## src/design/tbf_defines.svh

```systemverilog
// Constants of the tape block format decoder: mark codes, zone lengths,
// instruction fields and buffer sizes. Included wherever the macros are used.
`ifndef TBF_DEFINES_SVH
`define TBF_DEFINES_SVH
// Four-line mark-track codes
`define TBF_MK_END 4'h0
`define TBF_MK_INTER 4'hF
`define TBF_MK_FWD 4'hE
`define TBF_MK_REV 4'h7
`define TBF_MK_GUARD 4'h2
`define TBF_MK_DATA 4'h9
`define TBF_MK_FINAL 4'hB
`define TBF_MK_CHECK 4'h1
// Word and block layout
`define TBF_WORD_W 12
`define TBF_LINE_W 3
`define TBF_PULSES 5
`define TBF_DATA_WORDS 8'hFF
`define TBF_CHECK_LAST 2'h2
`define TBF_INTER_WORDS 3'h5
`define TBF_FRONT_END_WORDS 13'h0400
`define TBF_FIRST_INTER_WORDS 13'h1000
`define TBF_BACK_END_WORDS 13'h0800
`define TBF_RUN_W 13
// Fields of the first instruction word
`define TBF_IW_OP_LSB 0
`define TBF_IW_UNIT_LSB 3
`define TBF_IW_REV 6
`define TBF_IW_IBZ 7
`define TBF_IW_ENDREV 8
// Operation codes, one octal digit
`define TBF_OPC_READ 3'h0
`define TBF_OPC_CHECK 3'h1
`define TBF_OPC_WRITE 3'h4
`define TBF_OPC_WCG 3'h5
// Read buffer
`define TBF_FIFO_DEPTH 16
`endif

```

## src/design/tbf_pkg.sv

```systemverilog
// Types of the tape block format decoder.
// Assumes tbf_defines.svh is reachable on the include path.
`include "tbf_defines.svh"
package tbf_pkg;
	typedef enum logic [3:0] {MK_END, MK_INTER, MK_FWD, MK_REV, MK_GUARD,
		MK_DATA, MK_FINAL, MK_CHECK, MK_BAD} tbf_mark_t;
	typedef enum logic [2:0] {ST_IDLE, ST_SECOND, ST_SEARCH, ST_ARMED,
		ST_XFER, ST_CHECK} tbf_state_t;
	typedef enum logic [2:0] {OP_NONE, OP_READ, OP_CHECK, OP_WRITE,
		OP_WCG} tbf_op_t;
	typedef logic [`TBF_WORD_W-1:0] tbf_word_t;
endpackage

```

## src/design/tbf_stream_if.sv

```systemverilog
// Valid/ready word stream between the framer and its read buffer.
// Assumes both ends sit on the same clock.
`timescale 1ns/10ps
`default_nettype none
interface tbf_stream_if #(parameter int W = 12);
	logic valid;
	logic ready;
	logic [W-1:0] data;
	modport src (output valid, output data, input ready);
	modport snk (input valid, input data, output ready);
endinterface
`default_nettype wire

```

## src/design/tbf_fifo.sv

```systemverilog
// Synchronous FIFO with valid/ready on both sides.
// Assumes one clock; a frozen clock enable holds all state.
`timescale 1ns/10ps
`default_nettype none
module tbf_fifo #(
	parameter int WIDTH = 12,
	parameter int DEPTH = 16
) (
	// System
	input wire logic clk_sys,
	input wire logic rst_n,
	input wire logic clk_en,
	// Filling side
	tbf_stream_if.snk in_s,
	// Draining side
	output logic out_valid,
	input wire logic out_ready,
	output logic [WIDTH-1:0] out_data
);
	localparam int AW = $clog2(DEPTH);
	typedef struct packed {
		logic [AW-1:0] wp;
		logic [AW-1:0] rp;
		logic [AW:0] cnt;
	} tbf_fifo_regs_t;
	tbf_fifo_regs_t s;
	tbf_fifo_regs_t next_s;
	logic [WIDTH-1:0] mem [DEPTH];
	logic push;
	logic pop;

	// Handshakes; full and empty come straight from the count
	assign in_s.ready = (s.cnt != (AW+1)'(DEPTH));
	assign out_valid = (s.cnt != '0);
	assign out_data = mem[s.rp];
	assign push = in_s.valid && in_s.ready;
	assign pop = out_valid && out_ready;

	// Pointer and count update
	always_comb
	begin
		next_s = s;
		if (push)
			next_s.wp = s.wp + 1'b1;
		if (pop)
			next_s.rp = s.rp + 1'b1;
		next_s.cnt = s.cnt + (AW+1)'(push) - (AW+1)'(pop);
	end

	always_ff @(posedge clk_sys or negedge rst_n)
	begin
		if (!rst_n)
			s <= '0;
		else if (clk_en)
			s <= next_s;
	end

	// Storage has no reset; empty count hides stale words
	always_ff @(posedge clk_sys)
	begin
		if (clk_en && push)
			mem[s.wp] <= in_s.data;
	end
endmodule
`default_nettype wire

```

## src/design/tbf_mark_decoder.sv

```systemverilog
// Decoder from the four-bit mark window to a mark kind.
// Assumes the caller only uses the result on a word boundary.
`timescale 1ns/10ps
`default_nettype none
`include "tbf_defines.svh"
module tbf_mark_decoder (
	// Window contents
	input wire logic [3:0] window,
	// Decoded mark kind
	output var tbf_pkg::tbf_mark_t mark
);
	// Unknown codes fall to a bad mark so no zone logic reacts
	always_comb
	begin
		case (window)
			`TBF_MK_FWD: mark = tbf_pkg::MK_FWD; // RULE1
			`TBF_MK_REV: mark = tbf_pkg::MK_REV; // RULE1
			`TBF_MK_FINAL: mark = tbf_pkg::MK_FINAL; // RULE1
			`TBF_MK_END: mark = tbf_pkg::MK_END; // RULE2
			`TBF_MK_INTER: mark = tbf_pkg::MK_INTER; // RULE2
			`TBF_MK_GUARD: mark = tbf_pkg::MK_GUARD; // RULE2
			`TBF_MK_DATA: mark = tbf_pkg::MK_DATA; // RULE2
			`TBF_MK_CHECK: mark = tbf_pkg::MK_CHECK; // RULE2
			default: mark = tbf_pkg::MK_BAD;
		endcase
	end
endmodule
`default_nettype wire

```

## src/design/tbf_top.sv

```systemverilog
// Tape block format decoder: samples the timing, mark and data channels,
// frames blocks and moves data words between tape and processor.
// Assumes tape channels are asynchronous; processor ports are on clk_sys.
//
// Summary of operation
// (RULE1) Decode forward block 1110, reverse block 0111, final 1011.
// (RULE2) Decode end 0000, interblock 1111, guard 0010, data 1001, check 0001.
// (RULE3) Every tape word spans four consecutive lines.
// (RULE4) A block starts with forward mark carrying a 12-bit block number.
// (RULE5) One guard word follows the number; transfer mode switches there.
// (RULE6) A block holds 255 data words then one final word.
// (RULE7) The final mark tells the decoder the data portion has ended.
// (RULE8) Three check words follow; first is complemented data sum.
// (RULE9) Writers are switched off during the check words.
// (RULE10) A reverse block mark identifies the block when searching backwards.
// (RULE11) Data is true binary; checksum is recorded complemented.
// (RULE12) Interblock mark signals the processor when enabled.
// (RULE13) Zones: front end 1024, first interblock 4096, back end 2048.
// (RULE14) Five tape pulses per line synchronise all operations.
// (RULE15) Window register feeds decoder driving motion and state control.
// (RULE16) Motion control selects one transport and its direction.
// (RULE17) First instruction word to instruction register, second to target.
// (RULE18) Octal decode of the instruction selects the operation.
// (RULE19) Read assembles 12 bits from four 3-bit lines.
// (RULE20) On a block mark the buffer holds that block's number.
// (RULE21) An end zone reverses motion or stops the transport.
// (RULE22) One mark bit per line enters window; decode after fourth.
// (RULE23) Checksum is 12 bits, cleared at block start, sums each word.
`timescale 1ns/10ps
`default_nettype none
`include "tbf_defines.svh"
module tbf_top (
	// System
	input wire logic clk_sys,
	input wire logic rst_n,
	input wire logic clk_en,
	// Tape read channels
	input wire logic timing_channel,
	input wire logic mark_channel,
	input wire logic [2:0] data_channel,
	// Tape write channels
	output logic [2:0] write_bits,
	output logic write_enable,
	// Transport control
	output logic [2:0] unit_select,
	output logic reverse,
	output logic motion_go,
	// Instruction from processor
	input wire logic instr_valid,
	input wire logic [11:0] instr_word,
	output logic instr_ready,
	// Words to write
	input wire logic [11:0] write_word,
	output logic write_take,
	// Words read
	output logic read_valid,
	input wire logic read_ready,
	output logic [11:0] read_word,
	// Status
	output logic [11:0] block_number,
	output logic interblock_event,
	output logic check_error,
	output logic format_error,
	output logic overrun,
	output logic first_gap,
	output logic op_done
);
	typedef struct packed {
		logic [1:0] t_sync;
		logic t_prev;
		logic [1:0] m_sync;
		logic [2:0] d_s1;
		logic [2:0] d_s2;
		logic [`TBF_PULSES-1:0] pulse;
		logic [3:0] window;
		logic [1:0] line_cnt;
		tbf_pkg::tbf_word_t asm_word;
		tbf_pkg::tbf_state_t state;
		tbf_pkg::tbf_op_t op;
		tbf_pkg::tbf_word_t instr;
		tbf_pkg::tbf_word_t target;
		tbf_pkg::tbf_word_t block_number;
		tbf_pkg::tbf_word_t sum;
		logic [7:0] wcount;
		logic [1:0] chk_cnt;
		logic [`TBF_RUN_W-1:0] run;
		tbf_pkg::tbf_mark_t last_mark;
		tbf_pkg::tbf_word_t wshift;
		logic [2:0] write_bits;
		logic write_enable;
		logic [2:0] unit_select;
		logic reverse;
		logic motion_go;
		logic instr_ready;
		logic write_take;
		logic push_valid;
		tbf_pkg::tbf_word_t push_data;
		logic interblock_event;
		logic check_error;
		logic format_error;
		logic overrun;
		logic first_gap;
		logic op_done;
	} tbf_regs_t;

	tbf_regs_t s;
	tbf_regs_t next_s;
	tbf_pkg::tbf_mark_t mark;
	logic eval;
	logic reading;
	logic writing;
	tbf_stream_if #(.W(`TBF_WORD_W)) push_if ();

	// Octal decode of the operation digit
	function automatic tbf_pkg::tbf_op_t op_decode(input logic [2:0] d);
		case (d)
			`TBF_OPC_READ: op_decode = tbf_pkg::OP_READ;
			`TBF_OPC_CHECK: op_decode = tbf_pkg::OP_CHECK;
			`TBF_OPC_WRITE: op_decode = tbf_pkg::OP_WRITE;
			`TBF_OPC_WCG: op_decode = tbf_pkg::OP_WCG;
			default: op_decode = tbf_pkg::OP_NONE;
		endcase
	endfunction

	// Mark decoder looks only at the window register
	tbf_mark_decoder u_dec (
		.window(s.window), // RULE15
		.mark(mark)
	);

	// Read buffer; the processor may stall, overrun is flagged
	tbf_fifo #(.WIDTH(`TBF_WORD_W), .DEPTH(`TBF_FIFO_DEPTH)) u_fifo (
		.clk_sys(clk_sys),
		.rst_n(rst_n),
		.clk_en(clk_en),
		.in_s(push_if.snk),
		.out_valid(read_valid),
		.out_ready(read_ready),
		.out_data(read_word)
	);

	assign push_if.valid = s.push_valid;
	assign push_if.data = s.push_data;

	// Word boundary: second pulse after the fourth line
	assign eval = s.pulse[1] && (s.line_cnt == 2'h0); // RULE3 RULE22
	assign reading = (s.op == tbf_pkg::OP_READ)
		|| (s.op == tbf_pkg::OP_CHECK);
	assign writing = (s.op == tbf_pkg::OP_WRITE)
		|| (s.op == tbf_pkg::OP_WCG);

	// Next state of the whole framer
	always_comb
	begin
		next_s = s;
		// Two-flop synchronisers for the tape channels
		next_s.t_sync = {s.t_sync[0], timing_channel};
		next_s.t_prev = s.t_sync[1];
		next_s.m_sync = {s.m_sync[0], mark_channel};
		next_s.d_s1 = data_channel;
		next_s.d_s2 = s.d_s1;
		// Timing edge starts a train of five tape pulses
		next_s.pulse = {s.pulse[`TBF_PULSES-2:0],
			s.t_sync[1] & ~s.t_prev}; // RULE14
		next_s.write_take = 1'b0;
		next_s.push_valid = 1'b0;
		next_s.interblock_event = 1'b0;
		next_s.op_done = 1'b0;

		// Pulse zero samples one line
		if (s.pulse[0])
		begin
			next_s.window = {s.window[2:0], s.m_sync[1]}; // RULE22
			next_s.asm_word = {s.asm_word[8:0], s.d_s2}; // RULE19
			next_s.line_cnt = s.line_cnt + 2'h1; // RULE3
		end

		// Pulse zero drives a line; a word loaded at eval fills the next
		// word's four lines, so data stays aligned with its mark word
		if (s.pulse[0] && s.write_enable) // RULE3
		begin
			next_s.write_bits = s.wshift[11:9];
			next_s.wshift = {s.wshift[8:0], 3'h0};
		end

		// Instruction intake, two words
		if (instr_valid && s.instr_ready)
		begin
			if (s.state == tbf_pkg::ST_IDLE)
			begin
				next_s.instr = instr_word; // RULE17
				next_s.op = op_decode(instr_word[2:0]); // RULE18
				next_s.unit_select =
					instr_word[`TBF_IW_UNIT_LSB +: 3]; // RULE16
				next_s.reverse = instr_word[`TBF_IW_REV]; // RULE16
				next_s.check_error = 1'b0;
				next_s.format_error = 1'b0;
				next_s.overrun = 1'b0;
				next_s.state = tbf_pkg::ST_SECOND;
			end
			else
			begin
				next_s.target = instr_word; // RULE17
				next_s.motion_go = 1'b1; // RULE16
				next_s.state = tbf_pkg::ST_SEARCH;
			end
		end

		// A dropped word cannot be reread, so it is only reported;
		// placed after the intake so a set beats a same-cycle clear
		if (s.push_valid && !push_if.ready)
			next_s.overrun = 1'b1;

		// Word decode drives motion and block sequencing
		if (eval)
		begin
			next_s.last_mark = mark;
			if (mark == s.last_mark && s.run != '1)
				next_s.run = s.run + 1'b1;
			else if (mark != s.last_mark)
				next_s.run = `TBF_RUN_W'(1);
			if (mark == tbf_pkg::MK_INTER
				&& s.run == `TBF_FIRST_INTER_WORDS - 1'b1)
				next_s.first_gap = 1'b1; // RULE13
			case (mark)
				tbf_pkg::MK_INTER:
				begin
					if (s.state != tbf_pkg::ST_IDLE && s.instr[`TBF_IW_IBZ])
						next_s.interblock_event = 1'b1; // RULE12
				end
				tbf_pkg::MK_END:
				begin
					if (s.motion_go && s.instr[`TBF_IW_ENDREV])
						next_s.reverse = ~s.reverse; // RULE21
					else if (s.motion_go)
					begin
						next_s.motion_go = 1'b0; // RULE21
						next_s.write_enable = 1'b0;
						next_s.op_done = 1'b1;
						next_s.state = tbf_pkg::ST_IDLE;
					end
				end
				tbf_pkg::MK_FWD, tbf_pkg::MK_REV:
				begin
					next_s.block_number = s.asm_word; // RULE4 RULE20
					if (s.state == tbf_pkg::ST_SEARCH
						|| s.state == tbf_pkg::ST_ARMED)
					begin
						next_s.state = tbf_pkg::ST_SEARCH;
						if (mark == tbf_pkg::MK_FWD && !s.reverse
							&& s.asm_word == s.target)
						begin
							next_s.state = tbf_pkg::ST_ARMED; // RULE4
							next_s.sum = '0; // RULE23
							next_s.wcount = '0;
						end
						else if (mark == tbf_pkg::MK_FWD && !s.reverse
							&& s.asm_word > s.target)
							next_s.reverse = 1'b1; // RULE16
						else if (mark == tbf_pkg::MK_REV && s.reverse
							&& s.asm_word < s.target)
							next_s.reverse = 1'b0; // RULE10
					end
				end
				tbf_pkg::MK_GUARD:
				begin
					// Mode switches here, clear of the number word
					if (s.state == tbf_pkg::ST_ARMED)
					begin
						next_s.state = tbf_pkg::ST_XFER; // RULE5
						if (writing)
						begin
							next_s.write_enable = 1'b1;
							next_s.wshift = write_word;
							next_s.write_take = 1'b1;
							next_s.sum = write_word; // RULE23
						end
					end
				end
				tbf_pkg::MK_DATA:
				begin
					if (s.state == tbf_pkg::ST_XFER)
					begin
						next_s.wcount = s.wcount + 8'h01; // RULE6
						if (reading)
							next_s.sum = s.sum + s.asm_word; // RULE23
						if (s.op == tbf_pkg::OP_READ)
						begin
							next_s.push_valid = 1'b1;
							next_s.push_data = s.asm_word; // RULE11
						end
						if (writing)
						begin
							next_s.wshift = write_word;
							next_s.write_take = 1'b1;
							next_s.sum = s.sum + write_word; // RULE23
						end
					end
				end
				tbf_pkg::MK_FINAL:
				begin
					if (s.state == tbf_pkg::ST_XFER)
					begin
						next_s.state = tbf_pkg::ST_CHECK; // RULE7
						next_s.chk_cnt = 2'h0;
						if (s.wcount != `TBF_DATA_WORDS)
							next_s.format_error = 1'b1; // RULE6
						if (reading)
							next_s.sum = s.sum + s.asm_word; // RULE23
						if (s.op == tbf_pkg::OP_READ)
						begin
							next_s.push_valid = 1'b1;
							next_s.push_data = s.asm_word;
						end
						if (writing)
							next_s.wshift = ~s.sum; // RULE8 RULE11
					end
				end
				tbf_pkg::MK_CHECK:
				begin
					if (s.state == tbf_pkg::ST_CHECK)
					begin
						next_s.chk_cnt = s.chk_cnt + 2'h1;
						if (s.chk_cnt == 2'h0)
						begin
							// Writers off long before the reverse number
							next_s.write_enable = 1'b0; // RULE9
							next_s.wshift = '0;
							if (reading && s.asm_word != ~s.sum)
								next_s.check_error = 1'b1; // RULE8 RULE11
						end
						if (s.chk_cnt == `TBF_CHECK_LAST)
						begin
							next_s.state = tbf_pkg::ST_IDLE; // RULE8
							next_s.motion_go = 1'b0;
							next_s.op_done = 1'b1;
						end
					end
				end
				default:
				begin
				end
			endcase
		end
		next_s.instr_ready = (next_s.state == tbf_pkg::ST_IDLE)
			|| (next_s.state == tbf_pkg::ST_SECOND);
	end

	// One register for all state; clock enable freezes everything
	always_ff @(posedge clk_sys or negedge rst_n)
	begin
		if (!rst_n)
			s <= '0;
		else if (clk_en)
			s <= next_s;
	end

	// Outputs straight from the state register
	assign write_bits = s.write_bits;
	assign write_enable = s.write_enable;
	assign unit_select = s.unit_select;
	assign reverse = s.reverse;
	assign motion_go = s.motion_go;
	assign instr_ready = s.instr_ready;
	assign write_take = s.write_take;
	assign block_number = s.block_number;
	assign interblock_event = s.interblock_event;
	assign check_error = s.check_error;
	assign format_error = s.format_error;
	assign overrun = s.overrun;
	assign first_gap = s.first_gap;
	assign op_done = s.op_done;
endmodule
`default_nettype wire

```

## config.mk

```make
export PLATFORM = sky130hd
export DESIGN_NAME = tbf_top
export DESIGN_NICKNAME = d
export VERILOG_FILES = /design/src/design/tbf_pkg.sv /design/src/design/tbf_stream_if.sv /design/src/design/tbf_fifo.sv /design/src/design/tbf_mark_decoder.sv /design/src/design/tbf_top.sv
export VERILOG_INCLUDE_DIRS = /design/src /design/src/design
export SDC_FILE = /design/constraint.sdc
export NUM_CORES = 1
export LEC_CHECK = 0
export BUFFER_PORTS_ARGS = -buffer_cell sky130_fd_sc_hd__buf_2
export CAP_MARGIN = 20
export CORE_AREA = 2 2 160 193
export DETAILED_ROUTE_END_ITERATION = 16
export DIE_AREA = 0 0 162 195
export HOLD_SLACK_MARGIN = 0.06
export PLACE_DENSITY = 0.76
export SYNTH_ARGS = -nofsm -noshare
export SYNTH_HDL_FRONTEND = slang
export SYNTH_SLANG_ARGS = --single-unit
```

## constraint.sdc

```tcl
create_clock -name clk_sys -period 2.6 [get_ports clk_sys]
set_clock_uncertainty 0.2 [all_clocks]
set_input_delay 0.26 -clock clk_sys [delete_from_list [all_inputs] [get_ports clk_sys]]
set_output_delay 0.26 -clock clk_sys [all_outputs]
set_load 0.005 [all_outputs]
```

==> impl_results.md <==
- Unrepaired setup endpoints after global routing: true
- Crit-path slowest cell: mux4_2
- Filler cell count: 2015
- Synth Instances: 1246
- Total Nets Final: 1594
- Final Worst Setup Slack: -287 ps
- Core area: around 30000 um^2
- Root buf cell: clkbuf_16
- Max frequency: 346 MHz
- Initial antenna violation count: 0
- IO Port Bufs: 75
- Total Routing Usage GR: between 20 and 30%
- Setup Viol. Count Final: 30
- Critical path fanouts, max: 8
- CP most frequent cell: mux4_2
- # rows: 69
- CP startpoint kind: register
- HPWL Detailed: 29300 um
- Peak VDD IR: 0.648 mV
- TritonCTS Buffers: 36
- Min cycle time layout: 2890 ps
- Static Leak: 0.00898 uW
- Worst setup path category: register to output port
- Yosys reg bits: roughly 350
- Power per cell area: 977 nW/um^2
- Congestion Overflow GR: 0
- Worst-skew pair later-pin latency: 520 ps
- Max-slew violations: 0
- Crit path max-delay family: multiplexers
- Area growth syn-to-layout: 25.9%
- Largest cells by area after synthesis: edfxtp_1, dfrtp_1, mux4_2
- Number of global-route vias before repair: 11800
- Tot Pwr: 20300 uW
- Crit. End Element: output port
- WP data required: 2140 ps
- DRT Wirelength: ~44000 um
- Largest net degree at the start of global routing: 51
- Global-route wire length before repair: 66800 um
- Worst Path Arrival: 2430 ps
- Iteration-0 DRC count of the detailed router: 918
- Most common cell after layout, fill and taps aside: edfxtp_1
- Yosys top cell area share: roughly a third
- Worst path max stage delay: a little over 500 ps
- Die height: 195 um
- Post-synth EDFFs: approximately 190
- Wire per inst: 22.9 um
- Sequential share of the synthesized area: 58.8%
- Hold Crit Class: input port to async pin
- Max-slew headroom: 60.1%
- Max-Cap Viols: 0
- Initial core utilization: 55.9%
- Most frequent cells in the layout: edfxtp_1, dfrtp_1, buf_4
- Die X: 162 um
- Critical-path cell list: buf_12 > buf_16 > mux4_2 > mux4_2 > buf_2
- Mapped cell area: roughly 16000 um^2
- Drt via density: around 6.1
- Crit path buf inv count: 3
- Asr flop ratio synth: 45.0%
- Final core utilization: 70.3%
- Status: complete, but fails checks
- Main synth FF type: edfxtp_1
- Die area: between 30000 and 40000 um^2
- Clk sink count: roughly 350
- Syn_nets: 1337
- Synthesized area per cell: 13.2 um^2
- Via count: 11700
- Clk buf depth: 3
- Drt pass-1 iters: 5
- Largest area contributor in the netlist: edfxtp_1
- CTS tree: built
- Synth unique cells: 81
- ANT cells: 0
- Clock slew at reported path FFs: around 60 ps
- Worst-margin pin slew: 598 ps
- Final ANT Viol Nets: 0
- DRC: 0
- Final instance area: roughly 21000 um^2
- Placed cell areas: 18200 um^2
- Routability Congestion: 0.982
- Layout cell share with drive strength beyond 1: 34.7%
- H-tree depth: 2
- Period utilization: 111%
- Synth warn: 0
- Failing checks: setup timing
- Num ports: 76
- Final hold vios: 0
==> worst register-to-register path, stage by stage (launching register included) <==
cell	delay (ps)
dfrtp_1	390
inv_2	90
ha_4	130
nand4b_1	110
and2_1	180
ha_1	300
inv_2	70
ha_4	140
inv_4	30
fa_2	400
inv_2	60
a21oi_2	40
nor2_1	130
nor2_1	70
xnor2_1	140
nand2_1	80
xnor2_1	130
==> cell families (layout without fill, tap and decap cells) <==
group / count (synthesis) / count (layout) / share of synthesized area (%)
compound gates: 263 / 264 / 10.3
xor+xnor: 42 / 42 / 2.23
mux: 125 / 125 / 12.6
fa+ha+maj: 57 / 57 / 4.46
buf+inv: 119 / 401 / 3.25
flops: 349 / 349 / 58.8
simple gates: 291 / 291 / 8.37
==> worst paths after layout <==
kind | from | end | slack, ps | cells after the start
setup / recovery | u_fifo.s[5] | read_word[3] | -290 | 5
max in group asynchronous | rst_n | s[42] | 1460 | 3
hold reg to reg | first_gap | first_gap | 260 | 1
setup reg to reg | u_fifo.s[3] | u_fifo.s[4] | -210 | 16
hold / removal | rst_n | s[61] | 70 | 2
min in group clk_sys | clk_en | s[120] | 90 | 3
==> sequential cells by signal (all words and copies together), names as in the netlist, 3 cells and up <==
| name | cells |
|---|---|
| u_fifo.mem | 192 |
| block_number | 12 |
| push_if.data | 12 |
| s | 97 |
| write_bits | 3 |
| u_fifo.s | 13 |
| next_s | 8 |
==> area by class of cell <==
type / count / area [um^2] / area share (%)
Inverter: 47 / 181 / 0.873
Timing Repair Buffer: 290 / 2390 / 11.5
Clock buffer: 49 / 960 / 4.62
Clock inverter: 15 / 218 / 1.05
Sequential cell: 349 / 9700 / 46.7
Multi-Input combinational cell: 779 / 6830 / 32.9
Tap cell: 390 / 488 / 2.35
==> power by group <==
part | internal [uW] | switching (uW) | total (uW)
Combinational | 3910 | 4180 | 8080
Clock | 3100 | 2080 | 5180
Sequential | 6400 | 628 | 7030
==> metrics by stage <==
stage | setup WS, ps | hold slack [ps] | setup TNS [ps] | instances
2_1_floorplan | -20.7 | -236 | -20.7 | 1246
3_3_place_gp | -245 | 45.5 | -3640 | 1782
3_5_place_dp | -187 | 44.2 | -2970 | 1783
4_1_cts | -315 | 64.6 | -3580 | 1896
5_1_grt | -349 | 85.6 | -7710 | 1919
6_report | -287 | 67.1 | -4260 | 1919
==> synthesized netlist by cell type (27+ instances only) <==
| library cell | number |
|---|---|
| nor2_1 | 88 |
| mux2_2 | 43 |
| edfxtp_1 | 192 |
| nand2_1 | 91 |
| ha_1 | 54 |
| a21oi_1 | 53 |
| o21ai_1 | 28 |
| xnor2_1 | 27 |
| mux4_2 | 60 |
| inv_1 | 46 |
| clkbuf_1 | 41 |
| o21ai_0 | 59 |
| dfrtp_1 | 157 |
==> timing repair <==
action / in CTS / in global routing
pin swaps: 13 / 50
setup buffers: 14 / 22
gates cloned: 4 / 3
endpoints found under the hold margin: 205 / 0
hold buffers: 31 / 0
endpoints found under the setup margin: 51 / 68
gates resized for setup: 36 / 125
==> per-layer routing <==
metal	share of wire (%)	up-vias	track usage [%]
met1	37	5878	33.3
met5	0	-	0
met3	5.4	115	3.57
li1	-	5206	-
met4	4.6	0	11.4
met2	53	459	50.2
No activity file was read; power rests on OpenSTA's default activity.
